===== src/fsla_cfg.svh =====
// Constants for the feedback selection and loop activation block
`ifndef FSLA_CFG_SVH
`define FSLA_CFG_SVH
`define FSLA_BIT_POS 0
`define FSLA_BIT_VEL 1
`define FSLA_BIT_COM 2
`define FSLA_SUB_CL_EN 0
`define FSLA_SUB_AUTO_ALIGN 4
`define FSLA_SUB_SLOW 7
`define FSLA_STAT_CL 15
`define FSLA_FIRST_SCAN 1
`define FSLA_ADDR_MASK0 8'h00
`define FSLA_ADDR_SUBMODE 8'h10
`define FSLA_ADDR_STATUS 8'h11
`define FSLA_ADDR_LOOPSEL 8'h12
`define FSLA_ADDR_SPEED 8'h13
`define FSLA_ADDR_THRESH 8'h14
`define FSLA_HYST_PCT 10
`define FSLA_PCT_FULL 100
`define FSLA_FILT_SHIFT 3
`define FSLA_SENS_NONE 8'hff
`endif


===== src/fsla_pkg.sv =====
// Types for the feedback selection and loop activation block
package fsla_pkg;
  typedef enum logic [2:0]
  {
    FSLA_OPEN = 3'b000,
    FSLA_ALIGN = 3'b001,
    FSLA_CLOSED = 3'b010,
    FSLA_SLOW = 3'b011
  } fsla_mode_t;
endpackage : fsla_pkg


===== src/fsla_mask_if.sv =====
// Interface carrying the assignment mask store access
interface fsla_mask_if #(parameter int NSENS = 4);
  logic we;
  logic [$clog2(NSENS)-1:0] waddr;
  logic [7:0] wdata;
  logic [7:0] q [NSENS];
  modport store (input we, input waddr, input wdata, output q);
  modport user (output we, output waddr, output wdata, input q);
endinterface : fsla_mask_if


===== src/fsla_mask_store.sv =====
// Register store of the per-sensor feedback assignment masks
module fsla_mask_store #(
  parameter int NSENS = 4
) (
  // Clock and reset
  input wire logic sys_clk_i,
  input wire logic rst_i,
  // Store port
  fsla_mask_if.store m
);
  logic [7:0] mem [NSENS];
  always_ff @(posedge sys_clk_i)
  begin
    for (int i = 0; i < NSENS; i++)
    begin
      if (rst_i)
        mem[i] <= 8'h00;
      else if (m.we && int'(m.waddr) == i)
        mem[i] <= m.wdata;
    end
  end
  assign m.q = mem;
endmodule : fsla_mask_store


===== src/fsla_top.sv =====
// Feedback to loop assignment and closed loop activation
// Summary of operation
// - Mask bit 0 marks position source candidate
// - Mask bit 1 marks velocity source candidate
// - Mask bit 2 marks commutation source candidate
// - Entry 0 is sensorless; others physical order
// - Scan upward from sensor 1; first wins
// - Commutate from the better aligned sensor
// - No aligned sensor: open loop auto alignment
// - Closed loop needs enable; setup sets it
// - Absolute commutation sensor: closed at once
// - Encoder commutation: closed after first index
// - Auto alignment once per restart on enable
// - Enter operation enabled after alignment ends
// - Status bit 15 shows closed loop active while operation enabled
// - Slow speed only with encoder feedback
// - Speed is filtered position delta per cycle
// - Slow speed: constant current, error monitored
// - Slow speed needs closed loop and bit 7
// - Auto changeover with hysteresis band
// - Standstill runs in closed loop
//
// Decided for this implementation: strobed register access and the register addresses.
`include "fsla_cfg.svh"
module fsla_top #(
  parameter int NSENS = 4,
  parameter int SPW = 16,
  parameter int THRESH = 600
) (
  // Clock and reset
  input wire logic sys_clk_i,
  input wire logic rst_i,
  // Register port
  input wire logic [7:0] addr_i,
  input wire logic [15:0] wdata_i,
  input wire logic wr_i,
  input wire logic rd_i,
  output logic [15:0] rdata_o,
  // Sensors
  input wire logic [NSENS-1:0] sens_abs_i,
  input wire logic [NSENS-1:0] sens_enc_i,
  input wire logic [NSENS-1:0] sens_aligned_i,
  input wire logic enc_index_i,
  input wire logic [SPW-1:0] enc_pos_i,
  input wire logic cycle_i,
  // Power state machine
  input wire logic op_req_i,
  input wire logic op_enabled_i,
  input wire logic setup_done_i,
  output logic op_grant_o,
  // Alignment run
  output logic align_run_o,
  input wire logic align_done_i,
  // Loop outputs
  output logic [7:0] pos_sel_o,
  output logic [7:0] vel_sel_o,
  output logic [7:0] com_sel_o,
  output logic closed_o,
  output logic slow_o,
  output logic const_current_o,
  output logic ferr_mon_o
);
  initial
  begin
    if (NSENS < 2 || NSENS > 8)
      $error("NSENS out of range");
    if (THRESH < 10)
      $error("THRESH too small");
  end

  localparam int AW = $clog2(NSENS);
  localparam logic [SPW-1:0] TH_HI =
    SPW'(THRESH + THRESH * `FSLA_HYST_PCT / `FSLA_PCT_FULL);
  localparam logic [SPW-1:0] TH_LO =
    SPW'(THRESH - THRESH * `FSLA_HYST_PCT / `FSLA_PCT_FULL);

  fsla_mask_if #(.NSENS(NSENS)) mif ();
  fsla_mask_store #(.NSENS(NSENS)) u_store (
    .sys_clk_i(sys_clk_i),
    .rst_i(rst_i),
    .m(mif)
  );

  // Scan from the first physical sensor upward; sensorless is skipped
  function automatic logic [7:0] first_set(input logic [7:0] q [NSENS],
                                           input int b);
    logic [7:0] r;
    r = `FSLA_SENS_NONE;
    for (int i = NSENS - 1; i >= `FSLA_FIRST_SCAN; i--)
    begin
      if (q[i][b])
        r = 8'(i);
    end
    return r;
  endfunction : first_set

  logic [7:0] submode;
  logic index_seen;
  logic aligned_once;
  logic [7:0] next_com;
  logic com_ok;
  logic com_abs;
  logic com_need_align;
  logic [SPW-1:0] pos_prev;
  logic [SPW-1:0] speed_raw;
  logic [SPW-1:0] speed_abs;
  logic signed [SPW:0] speed_diff;
  logic [SPW-1:0] speed;
  logic above;
  logic enc_present;
  fsla_pkg::fsla_mode_t mode;
  fsla_pkg::fsla_mode_t next_mode;

  assign mif.we = wr_i && addr_i < 8'(NSENS);
  assign mif.waddr = AW'(addr_i);
  assign mif.wdata = wdata_i[7:0];

  // Position and velocity selection
  always_ff @(posedge sys_clk_i)
  begin
    if (rst_i)
    begin
      pos_sel_o <= `FSLA_SENS_NONE;
      vel_sel_o <= `FSLA_SENS_NONE;
    end
    else
    begin
      pos_sel_o <= first_set(mif.q, `FSLA_BIT_POS);
      vel_sel_o <= first_set(mif.q, `FSLA_BIT_VEL);
    end
  end

  // Commutation: an indexed encoder beats an aligned sensor
  always_comb
  begin
    next_com = `FSLA_SENS_NONE;
    com_ok = 1'b0;
    for (int i = NSENS - 1; i >= `FSLA_FIRST_SCAN; i--)
    begin
      if (mif.q[i][`FSLA_BIT_COM] && sens_aligned_i[i])
      begin
        next_com = 8'(i);
        com_ok = 1'b1;
      end
    end
    for (int i = NSENS - 1; i >= `FSLA_FIRST_SCAN; i--)
    begin
      if (mif.q[i][`FSLA_BIT_COM] && sens_enc_i[i] && index_seen)
      begin
        next_com = 8'(i);
        com_ok = 1'b1;
      end
    end
    if (!com_ok)
      next_com = first_set(mif.q, `FSLA_BIT_COM);
  end

  always_ff @(posedge sys_clk_i)
  begin
    if (rst_i)
      com_sel_o <= `FSLA_SENS_NONE;
    else
      com_sel_o <= next_com;
  end

  assign com_abs = com_ok && next_com != `FSLA_SENS_NONE &&
                   sens_abs_i[next_com[AW-1:0]];
  assign com_need_align = !aligned_once &&
                          (submode[`FSLA_SUB_AUTO_ALIGN] || !com_ok);

  // Submode register; auto setup sets the closed loop enable itself
  always_ff @(posedge sys_clk_i)
  begin
    if (rst_i)
      submode <= 8'h00;
    else
    begin
      if (wr_i && addr_i == `FSLA_ADDR_SUBMODE)
        submode <= wdata_i[7:0];
      if (setup_done_i)
        submode[`FSLA_SUB_CL_EN] <= 1'b1;
    end
  end

  // Index seen since restart
  always_ff @(posedge sys_clk_i)
  begin
    if (rst_i)
      index_seen <= 1'b0;
    else if (enc_index_i)
      index_seen <= 1'b1;
  end

  // Alignment done once per restart
  always_ff @(posedge sys_clk_i)
  begin
    if (rst_i)
      aligned_once <= 1'b0;
    else if (mode == fsla_pkg::FSLA_ALIGN && align_done_i)
      aligned_once <= 1'b1;
  end

  // Speed from position delta per control cycle, low-pass filtered
  // Arithmetic shift rounds down, so a stopped motor reads zero
  assign speed_raw = enc_pos_i - pos_prev;
  assign speed_abs = speed_raw[SPW-1] ? SPW'(-speed_raw) : speed_raw;
  assign speed_diff = $signed({1'b0, speed_abs}) - $signed({1'b0, speed});
  always_ff @(posedge sys_clk_i)
  begin
    if (rst_i)
    begin
      pos_prev <= '0;
      speed <= '0;
    end
    else if (cycle_i)
    begin
      pos_prev <= enc_pos_i;
      speed <= speed + SPW'(speed_diff >>> `FSLA_FILT_SHIFT);
    end
  end

  // Changeover with a band around the threshold
  always_ff @(posedge sys_clk_i)
  begin
    if (rst_i)
      above <= 1'b1;
    else if (speed > TH_HI)
      above <= 1'b1;
    else if (speed < TH_LO)
      above <= 1'b0;
  end

  assign enc_present = |sens_enc_i[NSENS-1:1];

  // Loop mode
  always_comb
  begin
    next_mode = mode;
    case (mode)
      fsla_pkg::FSLA_OPEN:
      begin
        if (op_req_i && com_need_align)
          next_mode = fsla_pkg::FSLA_ALIGN;
        else if (submode[`FSLA_SUB_CL_EN] && com_ok &&
                 (com_abs || index_seen || aligned_once))
          next_mode = fsla_pkg::FSLA_CLOSED;
        else if (submode[`FSLA_SUB_CL_EN] && aligned_once)
          next_mode = fsla_pkg::FSLA_CLOSED;
      end
      fsla_pkg::FSLA_ALIGN:
      begin
        if (align_done_i)
          next_mode = submode[`FSLA_SUB_CL_EN] ?
                      fsla_pkg::FSLA_CLOSED : fsla_pkg::FSLA_OPEN;
      end
      fsla_pkg::FSLA_CLOSED:
      begin
        if (!submode[`FSLA_SUB_CL_EN])
          next_mode = fsla_pkg::FSLA_OPEN;
        else if (submode[`FSLA_SUB_SLOW] && enc_present &&
                 !above && speed != '0)
          next_mode = fsla_pkg::FSLA_SLOW;
      end
      fsla_pkg::FSLA_SLOW:
      begin
        if (!submode[`FSLA_SUB_CL_EN])
          next_mode = fsla_pkg::FSLA_OPEN;
        else if (!submode[`FSLA_SUB_SLOW] || !enc_present ||
                 above || speed == '0)
          next_mode = fsla_pkg::FSLA_CLOSED;
      end
      default:
        next_mode = fsla_pkg::FSLA_OPEN;
    endcase
  end

  always_ff @(posedge sys_clk_i)
  begin
    if (rst_i)
      mode <= fsla_pkg::FSLA_OPEN;
    else
      mode <= next_mode;
  end

  // Mode outputs
  always_ff @(posedge sys_clk_i)
  begin
    if (rst_i)
    begin
      closed_o <= 1'b0;
      slow_o <= 1'b0;
      const_current_o <= 1'b1;
      ferr_mon_o <= 1'b0;
      align_run_o <= 1'b0;
    end
    else
    begin
      closed_o <= next_mode == fsla_pkg::FSLA_CLOSED ||
                  next_mode == fsla_pkg::FSLA_SLOW;
      slow_o <= next_mode == fsla_pkg::FSLA_SLOW;
      const_current_o <= next_mode != fsla_pkg::FSLA_CLOSED;
      ferr_mon_o <= next_mode == fsla_pkg::FSLA_CLOSED ||
                    next_mode == fsla_pkg::FSLA_SLOW;
      align_run_o <= next_mode == fsla_pkg::FSLA_ALIGN;
    end
  end

  // Brakes must be released by software before alignment is asked
  assign op_grant_o = op_req_i && mode != fsla_pkg::FSLA_ALIGN &&
                      !(mode == fsla_pkg::FSLA_OPEN && next_mode ==
                        fsla_pkg::FSLA_ALIGN);

  // Read port
  always_ff @(posedge sys_clk_i)
  begin
    if (rst_i)
      rdata_o <= 16'h0000;
    else if (rd_i)
    begin
      rdata_o <= 16'h0000;
      if (addr_i < 8'(NSENS))
        rdata_o <= {8'h00, mif.q[AW'(addr_i)]};
      else if (addr_i == `FSLA_ADDR_SUBMODE)
        rdata_o <= {8'h00, submode};
      else if (addr_i == `FSLA_ADDR_STATUS)
        rdata_o[`FSLA_STAT_CL] <= op_enabled_i && closed_o;
      else if (addr_i == `FSLA_ADDR_LOOPSEL)
        rdata_o <= {vel_sel_o, pos_sel_o};
      else if (addr_i == `FSLA_ADDR_SPEED)
        rdata_o <= 16'(speed);
      else if (addr_i == `FSLA_ADDR_THRESH)
        rdata_o <= 16'(THRESH);
    end
  end

  closed_status_a: assert property (@(posedge sys_clk_i) disable iff (rst_i)
    rd_i && addr_i == `FSLA_ADDR_STATUS ##1 1'b1 |->
    rdata_o[`FSLA_STAT_CL] == $past(op_enabled_i && closed_o))
    else $error("status closed bit wrong");
  slow_needs_enc_a: assert property (@(posedge sys_clk_i) disable iff (rst_i)
    slow_o |-> $past(enc_present && submode[`FSLA_SUB_SLOW]))
    else $error("slow without encoder");
  slow_closed_a: assert property (@(posedge sys_clk_i) disable iff (rst_i)
    slow_o |-> closed_o)
    else $error("slow without closed");
  setup_sets_a: assert property (@(posedge sys_clk_i) disable iff (rst_i)
    setup_done_i |=> submode[`FSLA_SUB_CL_EN])
    else $error("setup did not set enable");
  no_grant_align_a: assert property (@(posedge sys_clk_i) disable iff (rst_i)
    mode == fsla_pkg::FSLA_ALIGN |-> !op_grant_o)
    else $error("granted during align");
  align_once_a: assert property (@(posedge sys_clk_i) disable iff (rst_i)
    aligned_once |-> mode != fsla_pkg::FSLA_ALIGN)
    else $error("second alignment");
  stand_closed_a: assert property (@(posedge sys_clk_i) disable iff (rst_i)
    $past(speed) == '0 && $past(mode) == fsla_pkg::FSLA_SLOW |->
    mode != fsla_pkg::FSLA_SLOW)
    else $error("slow at standstill");
  enc_wait_a: assert property (@(posedge sys_clk_i) disable iff (rst_i)
    $rose(closed_o) |-> $past(com_abs) || $past(index_seen) ||
    aligned_once)
    else $error("closed before index");
  open_cl_a: assert property (@(posedge sys_clk_i) disable iff (rst_i)
    closed_o |-> $past(submode[`FSLA_SUB_CL_EN]))
    else $error("closed without enable");
  vel_sel_a: assert property (@(posedge sys_clk_i) disable iff (rst_i)
    vel_sel_o != `FSLA_SENS_NONE && $stable(vel_sel_o) |->
    vel_sel_o != 8'h00)
    else $error("sensorless chosen");
endmodule : fsla_top


===== config.mk =====
export PLATFORM = sky130hd
export DESIGN_NAME = fsla_top
export DESIGN_NICKNAME = d
export VERILOG_FILES = /design/src/fsla_pkg.sv /design/src/fsla_mask_if.sv /design/src/fsla_mask_store.sv /design/src/fsla_top.sv
export VERILOG_INCLUDE_DIRS = /design/src
export SDC_FILE = /design/constraint.sdc
export NUM_CORES = 1
export LEC_CHECK = 0
export BUFFER_PORTS_ARGS = -buffer_cell sky130_fd_sc_hd__buf_2
export CORE_MARGIN = 1
export CORE_UTILIZATION = 45
export CTS_CLUSTER_SIZE = 14
export DETAILED_ROUTE_END_ITERATION = 7
export PLACE_DENSITY = 0.75
export SLEW_MARGIN = 10
export SYNTH_ARGS = -nofsm -noshare
export SYNTH_HDL_FRONTEND = slang
export SYNTH_SLANG_ARGS = --single-unit

===== constraint.sdc =====
create_clock -name sys_clk_i -period 7.38 [get_ports sys_clk_i]
set_clock_uncertainty 0.05 [all_clocks]
set_input_delay 0 -clock sys_clk_i [delete_from_list [all_inputs] [get_ports sys_clk_i]]
set_output_delay 0 -clock sys_clk_i [all_outputs]
set_load 0.01 [all_outputs]

Word level (Yosys, flattened, before mapping)
Cells that the tools add are included.
{"block": "totals", "regBits": 122, "wordCells": 148, "output_inout_bits": 46}
{"block": "classes", "bitwise": 1, "addsub": 4, "magnitude_cmp": 5, "eq_ne": 17, "muxes": 47, "n_reduce_logical": 52}
{"cell": "8-bit 2-to-1 mux", "n": 18}
{"cell": "16-bit 2-to-1 mux", "n": 5}
{"cell": "8-bit by 5-bit == test with 1-bit output (second input constant)", "n": 5}
{"cell": "1-bit logical AND", "n": 30}
{"cell": "3-bit 2-to-1 mux", "n": 8}
{"cell": "16-bit by 16-bit subtractor with 17-bit output", "n": 1}
{"cell": "16-bit adder", "n": 1}
{"cell": "8-bit binary-select mux with 2-bit select", "n": 1}
{"cell": "16-bit by 10-bit > comparator with 1-bit output (second input constant)", "n": 1}
{"cell": "16-bit logical NOT", "n": 1}
{"cell": "16-bit by 10-bit less-than comparator with 1-bit output (second input constant)", "n": 1}
{"cell": "16-bit negator", "n": 1}
{"cell": "16-bit nonzero test", "n": 1}
{"cell": "16-bit subtractor", "n": 1}
{"cell": "15-bit 2-to-1 mux", "n": 1}
{"cell": "3-bit by 2-bit == test with 1-bit output (second input constant)", "n": 4}
{"cell": "3-bit case mux with 4 select lines", "n": 1}
{"cell": "1-bit 2-to-1 mux", "n": 10}
{"cell": "10-bit 2-to-1 mux", "n": 1}
{"cell": "8-bit by 3-bit less-than comparator with 1-bit output (second input constant)", "n": 1}
{"cell": "8-bit inequality test (second input constant)", "n": 1}
{"cell": "1-bit logical OR", "n": 7}
{"cell": "3-bit by 1-bit == test with 1-bit output (second input constant)", "n": 2}
{"cell": "1-bit logical NOT", "n": 6}
{"cell": "14 further kinds", "n": 17}

Depth between registers and ports, before layout
{"block": "depth", "ltp_word": 21, "depth_mapped": 30, "mapped_depth_nobuf": 29}

Cells and area by module
A second synthesis with hierarchy kept.
{"block": "unflattened", "hier_cells": 816, "area_unflattened_um2": 6996.7}
{"mod": "fsla_top", "n_inst": 1, "cells_each": 700, "seq_area_each_um2": 1501.4, "area_each_um2": 5711.7}
{"mod": "fsla_mask_store", "n_inst": 1, "cells_each": 116, "seq_area_each_um2": 640.6, "area_each_um2": 1285.0}

Worst setup path before layout
No wires, ideal clock.
{"block": "synth_timing", "kind": "reg-to-reg", "start": "reg pos_prev[1]", "end": "reg speed[15]", "path_stages_with_launch": 30, "setup_time_ns": 0.132, "slack_ns": 1.958, "synth_period_minus_slack_ns": 5.422, "t_arrival_ns": 5.239, "cell_sequence": "dfxtp_1 > inv_1 > ha_1 > nor2b_1 > o31a_1 > o31ai_1 > a21oi_1 > o21bai_1 > a31o_2 > xnor2_2 > clkbuf_1 > nand2_1 > xnor2_1 > ha_1 > and3_1 > a21oi_1 > a21oi_1 > o21a_1 > o21a_1 > nor2_1 > ha_1 > o21ai_1 > nand2b_1 > a311oi_1 > o21ai_1 > a31o_1 > a31oi_1 > xnor2_1 > a21o_1 > a21oi_1"}
{"block": "synth_between", "elab_chain_cells": 5}
{"element": "start: declaration", "line_no": "fsla_top.sv:104", "rtl": "logic [SPW-1:0] pos_prev;"}
{"element": "start signal: assignment", "line_no": "fsla_top.sv:217", "rtl": "pos_prev <= enc_pos_i;"}
{"element": "16-bit subtractor *", "line_no": "fsla_top.sv:205", "rtl": "assign speed_raw = enc_pos_i - pos_prev;"}
{"element": "16-bit negator", "line_no": "fsla_top.sv:206", "rtl": "assign speed_abs = speed_raw[SPW-1] ? SPW'(-speed_raw) : speed_raw;"}
{"element": "16-bit 2-to-1 mux *", "line_no": "fsla_top.sv:206"}
{"element": "16-bit by 16-bit subtractor with 17-bit output *", "line_no": "fsla_top.sv:207", "rtl": "assign speed_diff = $signed({1'b0, speed_abs}) - $signed({1'b0, speed});"}
{"element": "16-bit adder *", "line_no": "fsla_top.sv:218", "rtl": "speed <= speed + SPW'(speed_diff >>> `FSLA_FILT_SHIFT);"}
{"element": "end signal: assignment", "line_no": "fsla_top.sv:218"}
{"element": "end: declaration", "line_no": "fsla_top.sv:108", "rtl": "logic [SPW-1:0] speed;"}
Every way passes the cells marked *; elsewhere a longest branch is shown, timed or not.
A chain may end at the register's enable or synchronous reset.

Final worst setup path
Same ends and word-level chain as after synthesis.

==> flow_summary.json <==
{
  "area.growth.synth_to_final_pct": 16.3,
  "synthFlopType": "dfxtp_1",
  "grt_use_total_pct": 20.4,
  "yosysTopAreaCellShare_pct": 31.1,
  "relSlewSlack_pct": 28.0,
  "synth_edf_count": 0,
  "root_buffer": "clkbuf_16",
  "critPathLaunchType": "register",
  "period_needed_ns": 6.13,
  "async_reset_ff_share_pct": 0,
  "groute.layer.met3.usage_pct": 3.27,
  "die_area_um2": 15800,
  "yosysMostFrequentCell": "dfxtp_1",
  "reg2reg_to": "speed[15]",
  "worst_slew_pin_slew_ns": 1.08,
  "cts-buffers-inserted": 9,
  "portBuffers": 96,
  "pwr-share-seq_pct": 24.9,
  "crit_slowest_cell": "o31ai_1",
  "hold_viol": 0,
  "grt_pass1_vias": 5432,
  "power_density_nw_per_um2": 335,
  "violations": "design-rule violations",
  "max_cap_violations": 0,
  "met2_usage_pct": 32.6,
  "antenna_found_initial": 0,
  "power.switching_mw": 1.12,
  "diodes": 0,
  "netlist_instances": 801,
  "grt_pass1_wl_um": 26100,
  "endpoint_kind": "register",
  "dpl-instance-area_um2": 7370,
  "synth_area_um2": 6880,
  "synth_top_cell_by_area": "dfxtp_1",
  "r2r_start": "pos_prev[1]",
  "fmax_mhz": 163,
  "internal_power_mw": 1.56,
  "synthesis.nets": 913,
  "nets": 1011,
  "routedWlPerCell_um": 14.5,
  "final_util_pct": 54.5,
  "num_vias": 5953,
  "place_inst": 1037,
  "finalSetupTns_ns": 0,
  "finalInstanceArea_um2": 8000,
  "critical_path_required_ns": 7.61,
  "start_util_pct": 46.8,
  "die-width_um": 126,
  "swShare_pct": 41.9,
  "cts.reportedPaths.clkPinSlew_ns": 0.08,
  "layout.cells.non_filler": 1088,
  "outcome": "finished with violations",
  "hold_end": "rdata_o[15]",
  "gp_congestion": 0.847,
  "busiest_layer": "met2",
  "antenna_left": 0,
  "gr-total-overflow": 0,
  "ys_ff_latch": 107,
  "clk_latency_ns": 0.36,
  "ys_types": 72,
  "ir_drop_uv": 186,
  "yosysSeqAreaShare_pct": 31.1,
  "finalSetupViolations": 0,
  "hold_path_startpoint": "op_enabled_i",
  "reg2reg_depth": 29,
  "ios": 108,
  "place_hpwl_um": 11500,
  "drive_gt1_share_pct": 16.5,
  "crit_top_cell": "a21oi_1",
  "setup_ws_ns": 1.25,
  "reg2reg_slack_ns": 1.25,
  "max_stage_delay_ns": 0.39,
  "cts.sinks": 107,
  "synthTopCellsByArea": "dfxtp_1 (31%), mux2i_1 (9.2%), ha_1 (8.7%), nor2_1 (5.7%), a21oi_1 (4.3%)",
  "core_area_um2": 14700,
  "wl_um": 15800,
  "drt_iter0_drc": 416,
  "crit_arrival_ns": 6.37,
  "combPwrFrac_pct": 57.4,
  "rsz0062_at_grt": "no",
  "whs_ns": 0.0372,
  "synth_commonest_cells": "dfxtp_1 (107), nor2_1 (104), mux2i_1 (63), a21oi_1 (59), ha_1 (48)",
  "drt-vias-per-instance": 5.47,
  "cts-resized-gates": 0,
  "cts_tree": "done",
  "clockPowerShare_pct": 17.6,
  "leakagePower_nw": 3.43,
  "slew_viol_final": 0,
  "grt_max_degree": 73,
  "yosysWarnings": 0,
  "rows": 44,
  "whs_path_depth": 4,
  "clockBufferDepth": 2,
  "fin_crit_sh_pct": 83.1,
  "use_met1_pct": 27.7,
  "avgSynthCellArea_um2": 8.59,
  "post-place-ws_ns": 1.31,
  "cp_max_fo": 16,
  "drtPass1Iterations": 8,
  "drc": 4,
  "die_y_um": 126,
  "worstHoldPathType": "input pin to register",
  "worst-setup-path-type": "register to register",
  "total_power_mw": 2.68,
  "cts_max_level": 3
}
repair_timing:
action                                 4_1_cts  5_1_grt
endpoints found under the hold margin       59        0
buffers inserted                             0        0
hold buffers                                35        0
state kept, by name (all words and copies together), names as in the netlist, 3 cells and up:
register / cells
u_store.m.q: 32
pos_prev: 16
rdata_o: 16
speed: 16
submode: 8
com_sel_o: 3
mode: 3
pos_sel_o: 3
vel_sel_o: 3
worst max-delay path: cells and delay by family, from the launching register on:
kind	cells	cell delay [ns]
AO/OA/AOI/OAI	17	3.63
AND/OR/NAND/NOR	5	0.50
flip-flops	1	0.34
XOR/XNOR	3	0.63
buffers and inverters	1	0.07
adder cells (fa/ha/maj)	3	0.86
layout by cell type, fill, tap and decap left out, types with 10 or more instances in the layout:
cell	n
dfxtp_1	107
buf_2	96
a21oi_1	59
mux2i_1	63
xor2_1	15
a211oi_1	10
nor3_1	20
nand3_1	21
o21ai_0	22
nand2_1	43
xnor2_1	30
ha_1	48
dlygate4sd3_1	35
a21o_1	12
nor2_1	104
inv_1	47
routing by layer:
metal  wire length (um)  vias up
met2               7140      136
li1                   -     3029
met3                786       27
met1               7610     2761
met4                300        0
met5                  0        -
final cells by class:
class	instances	area [um2]
clock buffers	10	239
clock inverters	6	48.8
fillers	1359	6700
inverters	47	176
multi-input cells	600	4310
flip-flops and latches	107	2140
well taps	184	230
repair buffers	134	853
worst max-delay path by stage:
stage / start / end / slack, ns / depth (start not counted)
detailed placement: pos_prev[1] / speed[15] / 1.31 / 29
finish: pos_prev[1] / speed[15] / 1.25 / 29
global route: pos_prev[1] / speed[15] / 0.70 / 29
floorplan: pos_prev[1] / speed[15] / 1.96 / 29
CTS: pos_prev[1] / speed[15] / 1.26 / 29
global placement: pos_prev[1] / speed[15] / 1.37 / 29
power by group through the flow:
stage                     Sequential, mW  Combinational [mW]  Clock [mW]
after global routing               0.675                1.74       0.505
after CTS                          0.668                1.53       0.479
after global placement             0.680                1.47           0
after floorplan                    0.664                1.26           0
after detailed placement           0.680                1.51           0
final                              0.669                1.54       0.472
logic make-up (layout without fill, tap and decap cells):
logic type / count (synthesis) / after routing / share of synthesized area [%]
flip-flops: 107 / 107 / 31.1
AO/OA/AOI/OAI: 179 / 179 / 17.3
other: 1 / 1 / 0.0545
adder cells (fa/ha/maj): 50 / 50 / 9.31
AND/OR/NAND/NOR: 245 / 245 / 16.8
buffers and inverters: 94 / 197 / 6.16
XOR/XNOR: 48 / 48 / 6.44
multiplexers: 77 / 77 / 12.8
Power figures use the tool's default switching activity.
